<file path="src/hw/eais_defines.vh">
// Constants shared by the E1 alarm indication generate and detect block.
`ifndef EAIS_DEFINES_VH
`define EAIS_DEFINES_VH

// Register byte offsets.
`define EAIS_OFF_CTRL        12'h000
`define EAIS_OFF_IRQ_STAT    12'h004
`define EAIS_OFF_IRQ_MASK    12'h008
`define EAIS_OFF_STATUS      12'h00c

// Control register fields.
`define EAIS_TXSEL_HI        3
`define EAIS_TXSEL_LO        2
`define EAIS_RXCRIT_HI       1
`define EAIS_RXCRIT_LO       0
`define EAIS_CTRL_RESET      2'b00

// Transmit pattern select codes.
`define EAIS_TX_NORMAL       2'b00
`define EAIS_TX_UNFRAMED     2'b01
`define EAIS_TX_SLOT16       2'b10
`define EAIS_TX_FRAMED       2'b11

// Receive declaration criteria codes.
`define EAIS_RX_OFF          2'b00
`define EAIS_RX_ANY          2'b01
`define EAIS_RX_SLOT16       2'b10
`define EAIS_RX_FRAMED       2'b11

// Interrupt status bits.
`define EAIS_IRQ_RISE        0
`define EAIS_IRQ_FALL        1
`define EAIS_IRQ_W           2

// E1 frame geometry: 32 timeslots of 8 bits.
`define EAIS_POS_W           8
`define EAIS_POS_LAST        8'hff
`define EAIS_POS_ZERO        8'h00
`define EAIS_SLOT_FAS        5'h00
`define EAIS_SLOT_SIG        5'h10

`endif

</file>
<file path="src/hw/eais_rx_detect.v">
// Receive side alarm indication pattern detector for one E1 channel.
`timescale 1ns/100ps
`include "eais_defines.vh"

module eais_rx_detect #(
  parameter ZERO_LIMIT  = 3,
  parameter SET_FRAMES  = 2,
  parameter CLR_FRAMES  = 2
) (
  // Clock and reset.
  input  wire       pclk,
  input  wire       presetn,
  // Receive bit stream from the framer.
  input  wire       rx_bit_en,
  input  wire       rx_bit,
  input  wire       rx_frame_start,
  input  wire       rx_in_frame,
  // Configuration and result.
  input  wire [1:0] criteria,
  output reg        defect_q
);

  reg  [`EAIS_POS_W-1:0] pos_q;
  reg  [8:0]             zero_all_q;
  reg  [8:0]             zero_pay_q;
  reg                    slot16_zero_q;
  reg                    framed_q;
  reg  [3:0]             hit_cnt_q;
  reg  [3:0]             miss_cnt_q;
  wire [`EAIS_POS_W-1:0] pos_cur;
  wire [4:0]             slot;
  wire                   is_zero;
  wire                   frame_end;
  wire [8:0]             zall_n;
  wire [8:0]             zpay_n;
  wire                   s16z_n;
  wire                   frm_n;
  wire                   unframed_ones;
  wire                   framed_ones;
  wire                   slot16_ones;
  reg                    match;

  assign pos_cur   = rx_frame_start ? `EAIS_POS_ZERO : pos_q;
  assign slot      = pos_cur[`EAIS_POS_W-1:3];
  assign is_zero   = ~rx_bit;
  assign frame_end = rx_bit_en && (pos_cur == `EAIS_POS_LAST);
  // Counts include the current bit so the frame-end decision sees the full frame.
  assign zall_n = (pos_cur == `EAIS_POS_ZERO ? 9'h000 : zero_all_q) + {8'h00, is_zero};
  assign zpay_n = (pos_cur == `EAIS_POS_ZERO ? 9'h000 : zero_pay_q)
                  + {8'h00, is_zero && (slot != `EAIS_SLOT_FAS)};
  assign s16z_n = (pos_cur == `EAIS_POS_ZERO ? 1'b0 : slot16_zero_q)
                  | (is_zero && (slot == `EAIS_SLOT_SIG));
  assign frm_n  = (pos_cur == `EAIS_POS_ZERO ? 1'b1 : framed_q) & rx_in_frame;

  assign unframed_ones = !frm_n && (zall_n < ZERO_LIMIT);
  assign framed_ones   = frm_n && (zpay_n < ZERO_LIMIT);
  assign slot16_ones   = frm_n && !s16z_n;

  always @*
  begin
    case (criteria)
      `EAIS_RX_OFF:    match = 1'b0;
      `EAIS_RX_ANY:    match = unframed_ones | framed_ones;
      `EAIS_RX_SLOT16: match = slot16_ones;
      `EAIS_RX_FRAMED: match = framed_ones;
      default:         match = 1'b0;
    endcase
  end

  always @(posedge pclk or negedge presetn)
  begin
    if (!presetn)
    begin
      pos_q         <= `EAIS_POS_ZERO;
      zero_all_q    <= 9'h000;
      zero_pay_q    <= 9'h000;
      slot16_zero_q <= 1'b0;
      framed_q      <= 1'b1;
      hit_cnt_q     <= 4'h0;
      miss_cnt_q    <= 4'h0;
      defect_q      <= 1'b0;
    end
    else
    begin
      if (criteria == `EAIS_RX_OFF)
      begin
        defect_q   <= 1'b0;
        hit_cnt_q  <= 4'h0;
        miss_cnt_q <= 4'h0;
      end
      else if (frame_end)
      begin
        // Declaration and clearing both need consecutive frames to avoid chatter.
        if (match)
        begin
          miss_cnt_q <= 4'h0;
          if (hit_cnt_q >= SET_FRAMES[3:0] - 4'h1)
            defect_q <= 1'b1;
          else
            hit_cnt_q <= hit_cnt_q + 4'h1;
        end
        else
        begin
          hit_cnt_q <= 4'h0;
          if (miss_cnt_q >= CLR_FRAMES[3:0] - 4'h1)
            defect_q <= 1'b0;
          else
            miss_cnt_q <= miss_cnt_q + 4'h1;
        end
      end
      if (rx_bit_en)
      begin
        pos_q         <= pos_cur + 8'h01;
        zero_all_q    <= zall_n;
        zero_pay_q    <= zpay_n;
        slot16_zero_q <= s16z_n;
        framed_q      <= frm_n;
      end
    end
  end

endmodule

</file>
<file path="src/hw/eais_top.v">
// E1 alarm indication generate and detect block with APB registers.
// Notes on behaviour
// - Transmit select 00 passes normal E1 traffic unchanged.
// - Transmit select 01 sends continuous unframed all ones, no framing bits.
// - Transmit select 10 forces timeslot 16 to all ones, others unchanged.
// - Transmit select 11 sends all-ones payload while keeping timeslot 0 framing.
// - Both two-bit fields are read/write and reset to 00.
// - Nonzero transmit select forces the pattern regardless of receive state.
// - Criteria 00 never declares the alarm defect.
// - Criteria 01 declares on unframed or framed all ones.
// - Criteria 10 declares only on all ones in timeslot 16 of a framed signal, ignoring unframed.
// - Criteria 11 declares only on framed all ones, ignoring unframed.
`timescale 1ns/100ps
`include "eais_defines.vh"

module eais_top #(
  parameter ZERO_LIMIT  = 3,
  parameter SET_FRAMES  = 2,
  parameter CLR_FRAMES  = 2
) (
  // Clock and reset.
  input  wire        pclk,
  input  wire        presetn,
  // APB slave.
  input  wire        psel,
  input  wire        penable,
  input  wire        pwrite,
  input  wire [11:0] paddr,
  input  wire [31:0] pwdata,
  output reg  [31:0] prdata,
  output reg         pready,
  output reg         pslverr,
  // Transmit stream from the framer.
  input  wire        tx_bit_en,
  input  wire        tx_bit_in,
  input  wire        tx_frame_start,
  output reg         tx_bit_out,
  output reg         tx_bit_valid,
  // Receive stream from the framer.
  input  wire        rx_bit_en,
  input  wire        rx_bit,
  input  wire        rx_frame_start,
  input  wire        rx_in_frame,
  // Status and interrupt.
  output reg         ais_defect,
  output reg         irq
);

  reg  [1:0]                 tx_sel_q;
  reg  [1:0]                 rx_crit_q;
  reg  [`EAIS_IRQ_W-1:0]     irq_stat_q;
  reg  [`EAIS_IRQ_W-1:0]     irq_mask_q;
  reg  [`EAIS_IRQ_W-1:0]     irq_stat_d;
  reg  [`EAIS_POS_W-1:0]     tx_pos_q;
  reg                        defect_prev_q;
  reg                        tx_bit_d;
  reg  [31:0]                rdata_d;
  reg                        err_d;
  wire                       defect;
  wire                       setup_ph;
  wire                       wr_take;
  wire [`EAIS_POS_W-1:0]     tx_pos_cur;
  wire [4:0]                 tx_slot;
  wire [`EAIS_IRQ_W-1:0]     irq_set;

  // Known register offsets answer without error.
  function addr_ok;
    input [11:0] a;
    begin
      addr_ok = (a == `EAIS_OFF_CTRL) || (a == `EAIS_OFF_IRQ_STAT) ||
                (a == `EAIS_OFF_IRQ_MASK) || (a == `EAIS_OFF_STATUS);
    end
  endfunction

  assign setup_ph = psel && !penable;
  assign wr_take  = psel && penable && pready && pwrite && !pslverr;

  // Read data and error are prepared in the setup cycle, so the access completes with no wait state.
  always @*
  begin
    rdata_d = 32'h0000_0000;
    err_d   = !addr_ok(paddr);
    case (paddr)
      `EAIS_OFF_CTRL:
      begin
        rdata_d[`EAIS_TXSEL_HI:`EAIS_TXSEL_LO]   = tx_sel_q;
        rdata_d[`EAIS_RXCRIT_HI:`EAIS_RXCRIT_LO] = rx_crit_q;
      end
      `EAIS_OFF_IRQ_STAT: rdata_d[`EAIS_IRQ_W-1:0] = irq_stat_q;
      `EAIS_OFF_IRQ_MASK: rdata_d[`EAIS_IRQ_W-1:0] = irq_mask_q;
      `EAIS_OFF_STATUS:   rdata_d[0] = defect;
      default:            rdata_d = 32'h0000_0000;
    endcase
  end

  always @(posedge pclk or negedge presetn)
  begin
    if (!presetn)
    begin
      prdata  <= 32'h0000_0000;
      pready  <= 1'b0;
      pslverr <= 1'b0;
    end
    else if (setup_ph)
    begin
      prdata  <= rdata_d;
      pready  <= 1'b1;
      pslverr <= err_d;
    end
    else
    begin
      pready  <= 1'b0;
      pslverr <= 1'b0;
    end
  end

  // Control and mask registers.
  always @(posedge pclk or negedge presetn)
  begin
    if (!presetn)
    begin
      tx_sel_q   <= `EAIS_CTRL_RESET;
      rx_crit_q  <= `EAIS_CTRL_RESET;
      irq_mask_q <= {`EAIS_IRQ_W{1'b0}};
    end
    else if (wr_take)
    begin
      if (paddr == `EAIS_OFF_CTRL)
      begin
        tx_sel_q  <= pwdata[`EAIS_TXSEL_HI:`EAIS_TXSEL_LO];
        rx_crit_q <= pwdata[`EAIS_RXCRIT_HI:`EAIS_RXCRIT_LO];
      end
      if (paddr == `EAIS_OFF_IRQ_MASK)
        irq_mask_q <= pwdata[`EAIS_IRQ_W-1:0];
    end
  end

  assign irq_set = {defect_prev_q & ~defect, ~defect_prev_q & defect};

  // A new event in the same cycle as a write-one clear stays set.
  always @*
  begin
    irq_stat_d = irq_stat_q;
    if (wr_take && (paddr == `EAIS_OFF_IRQ_STAT))
      irq_stat_d = irq_stat_q & ~pwdata[`EAIS_IRQ_W-1:0];
    irq_stat_d = irq_stat_d | irq_set;
  end

  always @(posedge pclk or negedge presetn)
  begin
    if (!presetn)
    begin
      irq_stat_q    <= {`EAIS_IRQ_W{1'b0}};
      defect_prev_q <= 1'b0;
      irq           <= 1'b0;
      ais_defect    <= 1'b0;
    end
    else
    begin
      irq_stat_q    <= irq_stat_d;
      defect_prev_q <= defect;
      irq           <= |(irq_stat_d & irq_mask_q);
      ais_defect    <= defect;
    end
  end

  // Transmit bit position within the 256-bit E1 frame.
  assign tx_pos_cur = tx_frame_start ? `EAIS_POS_ZERO : tx_pos_q;
  assign tx_slot    = tx_pos_cur[`EAIS_POS_W-1:3];

  // The pattern depends only on the select field, never on receive alarms.
  always @*
  begin
    case (tx_sel_q)
      `EAIS_TX_NORMAL:   tx_bit_d = tx_bit_in;
      `EAIS_TX_UNFRAMED: tx_bit_d = 1'b1;
      `EAIS_TX_SLOT16:
        tx_bit_d = (tx_slot == `EAIS_SLOT_SIG) ? 1'b1 : tx_bit_in;
      `EAIS_TX_FRAMED:
        tx_bit_d = (tx_slot == `EAIS_SLOT_FAS) ? tx_bit_in : 1'b1;
      default:           tx_bit_d = tx_bit_in;
    endcase
  end

  always @(posedge pclk or negedge presetn)
  begin
    if (!presetn)
    begin
      tx_pos_q     <= `EAIS_POS_ZERO;
      tx_bit_out   <= 1'b1;
      tx_bit_valid <= 1'b0;
    end
    else
    begin
      tx_bit_valid <= tx_bit_en;
      if (tx_bit_en)
      begin
        tx_pos_q   <= tx_pos_cur + 8'h01;
        tx_bit_out <= tx_bit_d;
      end
    end
  end

  eais_rx_detect #(
    .ZERO_LIMIT (ZERO_LIMIT),
    .SET_FRAMES (SET_FRAMES),
    .CLR_FRAMES (CLR_FRAMES)
  ) u_detect (
    .pclk           (pclk),
    .presetn        (presetn),
    .rx_bit_en      (rx_bit_en),
    .rx_bit         (rx_bit),
    .rx_frame_start (rx_frame_start),
    .rx_in_frame    (rx_in_frame),
    .criteria       (rx_crit_q),
    .defect_q       (defect)
  );

endmodule

</file>
<file path="config.mk">
export PLATFORM = sky130hd
export DESIGN_NAME = eais_top
export DESIGN_NICKNAME = d
export VERILOG_FILES = /design/src/hw/eais_rx_detect.v /design/src/hw/eais_top.v
export VERILOG_INCLUDE_DIRS = /design/src /design/src/hw
export SDC_FILE = /design/constraint.sdc
export NUM_CORES = 1
export LEC_CHECK = 0
export BUFFER_PORTS_ARGS = -buffer_cell sky130_fd_sc_hd__buf_2
export CAP_MARGIN = 20
export CORE_UTILIZATION = 50
export DETAILED_ROUTE_END_ITERATION = 10
export PLACE_DENSITY = 0.86
export SYNTH_ARGS = -nofsm -noshare
export SYNTH_HDL_FRONTEND = slang
export SYNTH_SLANG_ARGS = --single-unit
</file>
<file path="constraint.sdc">
create_clock -name pclk -period 5.1 [get_ports pclk]
set_input_delay 1.02 -clock pclk [delete_from_list [all_inputs] [get_ports pclk]]
set_output_delay 1.02 -clock pclk [all_outputs]
set_load 0.1 [all_outputs]
</file>
# Word level (Yosys, flattened, before mapping)
# Index checks and enable logic that the tools add are counted.
# W data, S select, Z words.
# word_totals
reg_bits	63
out_inout_bits	38
elab_cells	120
# classes
addsub	6
n_lt_le_gt_ge	4
eq_ne	15
n_mux	29
bitwise	12
n_reduce_logical	34
# op_table
op	count
$mux W4	8
$eq A12 B4 Y1 const B	2
$add A9 B1 Y9	2
$lt A9 B2 Y1 const B	2
$mux W9	2
$add A8 B1 Y8 const B	2
$mux W8	2
$eq A12 B3 Y1 const B	1
$logic_and A1 B1 Y1	12
$logic_not A12 Y1	1
$pmux W1 S4	3
$mux W1	11
$eq A5 B5 Y1 const B	2
$add A4 B1 Y4 const B	2
$eq A2 B2 Y1 const B	4
$eq A8 B8 Y1 const B	1
$ge A4 B1 Y1 const B	2
$logic_not A8 Y1	1
$reduce_and A2 Y1	4
$ne A3 B3 Y1 const B	2
$logic_not A1 Y1	5
$logic_not A5 Y1	1
$reduce_bool A5 Y1	1
$and A2 B2 Y2	2
other kinds (15)	25

# Depth between registers and ports, before layout
# depth
ltp_word	11
depth_mapped	18
mapped_depth_nobuf	15

# By module
# From an unflattened synthesis, not the netlist that was laid out.
# unflattened
cells_unflattened	420
hier_area_um2	3922.5
# modules_own_cells
mod	n_inst	cells_each	area_each_um2	seq_area_each_um2
eais_rx_detect	1	265	2397.3	927.1
eais_top	1	155	1525.2	651.9

# Worst setup path before layout
# No wires, ideal clock.
# synth_path
path_type	input port to flip-flop
startpoint	input rx_frame_start
endpoint	register u_detect.hit_cnt_q[1]
setup_ps	139
t_arrival_ps	4290
t_required_ps	4961
setup_slack_ps	671
cell_stages	18
path_buffers	3
cell_sequence	clkbuf_1 nor2b_1 inv_1 ha_1 inv_1 o41ai_4 buf_4 clkbuf_1 nor2b_1 ha_1 ha_1 and4_1 nand3_1 a21oi_1 or3_1 a41o_1 nor2_2 o221ai_1
# synth_between
elab_chain_cells	11
word_cells_on_any_way	31
# synth_lines
item	line	text
start, declared	eais_top.v:42	input wire rx_frame_start,
$mux W8 *	eais_rx_detect.v:43	assign pos_cur = rx_frame_start ? `EAIS_POS_ZERO : pos_q;
$logic_not A8 Y1 (no source line) / $reduce_bool A5 Y1 (equally long branches)	n/a	
$mux W9, or another cell as far along	eais_rx_detect.v:48	assign zall_n = (pos_cur == `EAIS_POS_ZERO ? 9'h000 : zero_all_q) + {8'h00, is_zero};
$add A9 B1 Y9, or another cell as far along	eais_rx_detect.v:48	
$lt A9 B2 Y1, or another cell as far along	eais_rx_detect.v:55	assign unframed_ones = !frm_n && (zall_n < ZERO_LIMIT);
$logic_and A1 B1 Y1 (on tied branches)	eais_rx_detect.v:55, eais_rx_detect.v:56	
$or A1 B1 Y1	eais_rx_detect.v:63	`EAIS_RX_ANY: match = unframed_ones | framed_ones;
$pmux W1 S4	eais_rx_detect.v:61	case (criteria)
$mux W4	eais_rx_detect.v:94	if (match)
$mux W4	eais_rx_detect.v:91	else if (frame_end)
$mux W4	eais_rx_detect.v:85	if (criteria == `EAIS_RX_OFF)
end signal, assigned	eais_rx_detect.v:100	hit_cnt_q <= hit_cnt_q + 4'h1;
end, declared	eais_rx_detect.v:28	reg [3:0] hit_cnt_q;
# Every way passes the cells marked *; elsewhere a longest branch is shown, timed or not. The select of a mux whose other input is x is not followed.
# A chain may end at the register's enable or synchronous reset.

# Worst setup path in the final report
# Ends and elaborated chain as after synthesis.

==> out/metrics.yaml <==
cts_root_buf: "clkbuf_8"
netlist_instances: 420
worstSetupPathType: "input pin to flip-flop"
rrSetupSlack_ps: 1540
die_height_um: 89.6
synthAdderAreaFrac: 0.0424
post-cts-setup-buffers: 0
dieWidth_um: 89.6
r2r_cells: 12
fp.coreArea_um2: 7330
antenna_found_initial: 0
numPortBuffers: 37
syn_avg_cell_area_um2: 9.13
crit_required_ps: 5310
maxCapViolations: 0
synth.top_cells.by_count: "61 x dfrtp_1, 40 x nand2_1, 30 x o21ai_0, 29 x buf_4, 27 x a21oi_1"
reg2reg_to: "u_detect.hit_cnt_q[1]"
slew_headroom: 0.420
fin_crit_ps: 3940
reg2reg_from: "u_detect.pos_q[6]"
row_count: 31
hold_viol_final: 0
ys_warn_count: 0
tns_ps: 0
final_cells: 553
vias: 3115
synth_top_area_share: 0.398
grt_pass1_wl_mm: 12.3
arrival_ps: 4150
crit_path_end_kind: "flip-flop"
cts_buffers: 9
hold_class: "flip-flop to flip-flop"
drt_iter0_drc: 183
setup_viol: 0
synth.area.top_cells: "dfrtp_1 40%, buf_4 5.7%, ha_1 4.2%"
synth_compound_area_frac: 0.190
finalCritPeriodShare: 0.773
slew_viol_final: 0
die_area_um2: 8030
synth_edf_count: 0
dp_hpwl_mm: 5.33
cts_max_path_buffers: 2
ant_nets: 0
final.setup_skew_ps: 8.60
synth_most_common_cell: "dfrtp_1"
synthXorXnorAreaFrac: 0.0137
ys.flop_type: "dfrtp_1"
worst_setup_path_start_kind: "input pin"
grt_max_degree: 64
ctsHoldBuffers: 0
slowest_delay_ps: 340
cp_cell_sequence: "buf_2, nor2b_1, inv_1, ha_1, nand2_1, o41ai_4, buf_4, nor2b_1, ha_1, ha_1, nand4_1, o2111ai_1, o21ai_0, o211ai_1, a311oi_4, nor2_2, o221ai_1"
diodes: 0
ys_seq_area_frac: 0.412
synthMuxAreaShare: 0.0515
cts_htree_levels: 3
synth_top_area_cell: "dfrtp_1"
critPathMostFrequentCell: "ha_1"
whs_path_depth: 0
layout.nets: 518
avgRoutedWirePerCell_um: 13.4
ios: 94
rsz0062_at_grt: "no"
clock-sinks: 63
power_density_nw_per_um2: 313
grt_pass1_vias: 2726
tightest_slew_ps: 858
initial_core_util: 0.523
grt_usage: 0.201
synth_top_family_by_area: "simple AND/OR/NAND/NOR gates"
gp_congestion: 0.838
drt_wl_total_mm: 7.41
dr.pass1.iters: 5
clk_latency_ps: 350
hold_path_end: "defect_prev_q"
dp_cells: 537
synthToLayoutAreaGrowth_pct: 8.55
synthSimpleGateAreaFrac: 0.195
synth_cell_types: 62
drc: 0
cts-resized-gates: 0
status: "complete, no violations"
async_flop_share: 1.00
min_from: "u_detect.defect_q"
max_freq_ghz: 0.254
slowest_stage: "o211ai_1"
cts_tree: "built"
ys_ff_latch: 63
layout-drive-gt1-share: 0.178
grt_overflow_total: 0
worstPathMaxFanout: 17
leakage_nw: 1.92
ir_drop_mv: 0.173
via_per_inst: 5.63
netlist_area_um2: 3840
clkSlewWorstSetupHoldPaths_ps: 70
-- state kept, by name, summed over array words and instances, names as in the netlist --
| name | flops |
|---|---|
| u_detect.pos_q | 8 |
| rx_crit_q | 2 |
| u_detect.miss_cnt_q | 4 |
| u_detect.zero_pay_q | 9 |
| defect_prev_q | 1 |
| tx_bit_valid | 1 |
| pready | 1 |
| tx_sel_q | 2 |
| prdata | 4 |
| tx_pos_q | 8 |
| u_detect.slot16_zero_q | 1 |
| irq | 1 |
| irq_stat_q | 2 |
| u_detect.zero_all_q | 9 |
| irq_mask_q | 2 |
| pslverr | 1 |
| u_detect.hit_cnt_q | 4 |
| u_detect.defect_q | 1 |
| tx_bit_out | 1 |
| u_detect.framed_q | 1 |
-- worst max-delay path by stage --
stage,start,to,cells past startpoint
final,rx_frame_start,u_detect.hit_cnt_q[1],17
after global placement,rx_frame_start,u_detect.miss_cnt_q[3],17
after CTS,rx_frame_start,u_detect.hit_cnt_q[1],16
after floorplan,rx_frame_start,u_detect.hit_cnt_q[1],18
after detailed placement,rx_frame_start,u_detect.hit_cnt_q[1],17
after global routing,rx_frame_start,u_detect.hit_cnt_q[1],17
-- cells by family (layout without fill, tap and decap cells) --
group           after synthesis  count (layout)
mux                          17              17
compound gates              108             108
xor+xnor                      6               6
buf+inv                      68              75
flops                        63              63
fa+ha+maj                    13              13
other cells                   1              28
simple gates                144             144
-- worst max-delay path: cells and delay by family --
family          cells  cell delay, ps
compound gates      6            1010
fa+ha+maj           3             720
buf+inv             3             450
simple gates        5             950
-- cell usage in the layout (no fill, tap or decap), drive strengths merged, types with 5 or more instances in the layout --
cell type	n
nand2b	6
o21ai	32
nor2b	10
nor2	22
nand2	40
or3	5
a21oi	27
dfrtp	61
a31oi	5
nand3	21
buf	40
inv	19
conb	28
ha	13
o31ai	9
mux2	12
nand4	6
nor3	8
clkbuf	10
and3	5
-- metal layers --
metal / GRT usage / part of all wire / up-vias
met3: 0.0356 / 0.042 / 12
met4: 0.0924 / 0.018 / 0
met1: 0.264 / 0.44 / 1488
met2: 0.326 / 0.50 / 99
li1: - / - / 1516
met5: 0 / 0 / -
-- metrics by stage --
step	worst slack, ps	total power, W	instance area [µm²]	hold WS (ps)	utilization
after floorplan	671	0.000842	3940	390	-
after global placement	890	0.000878	3980	415	0.542
after detailed placement	798	0.000889	3980	423	0.542
after CTS	1160	0.00131	4160	438	0.568
after global routing	729	0.00137	4160	455	0.568
final	1160	0.00130	4160	439	0.568
-- area by class of cell --
cell class,count,area (µm²)
Fill cell,627,3170
Multi-Input combinational cell,316,1990
Sequential cell,63,1580
Clock inverter,6,61.3
Timing Repair Buffer,40,208
Clock buffer,10,128
Inverter,19,71.3
Tap cell,99,124
-- report_power, final --
group	leakage [nW]	switching [W]	internal [W]	total, W
Combinational	1.01	0.000225	0.0000923	0.000318
Clock	0.0960	0.000200	0.000224	0.000423
Sequential	0.822	0.0000303	0.000531	0.000562
Total	1.92	0.000455	0.000848	0.00130
No activity file was read; power rests on OpenSTA's default activity.
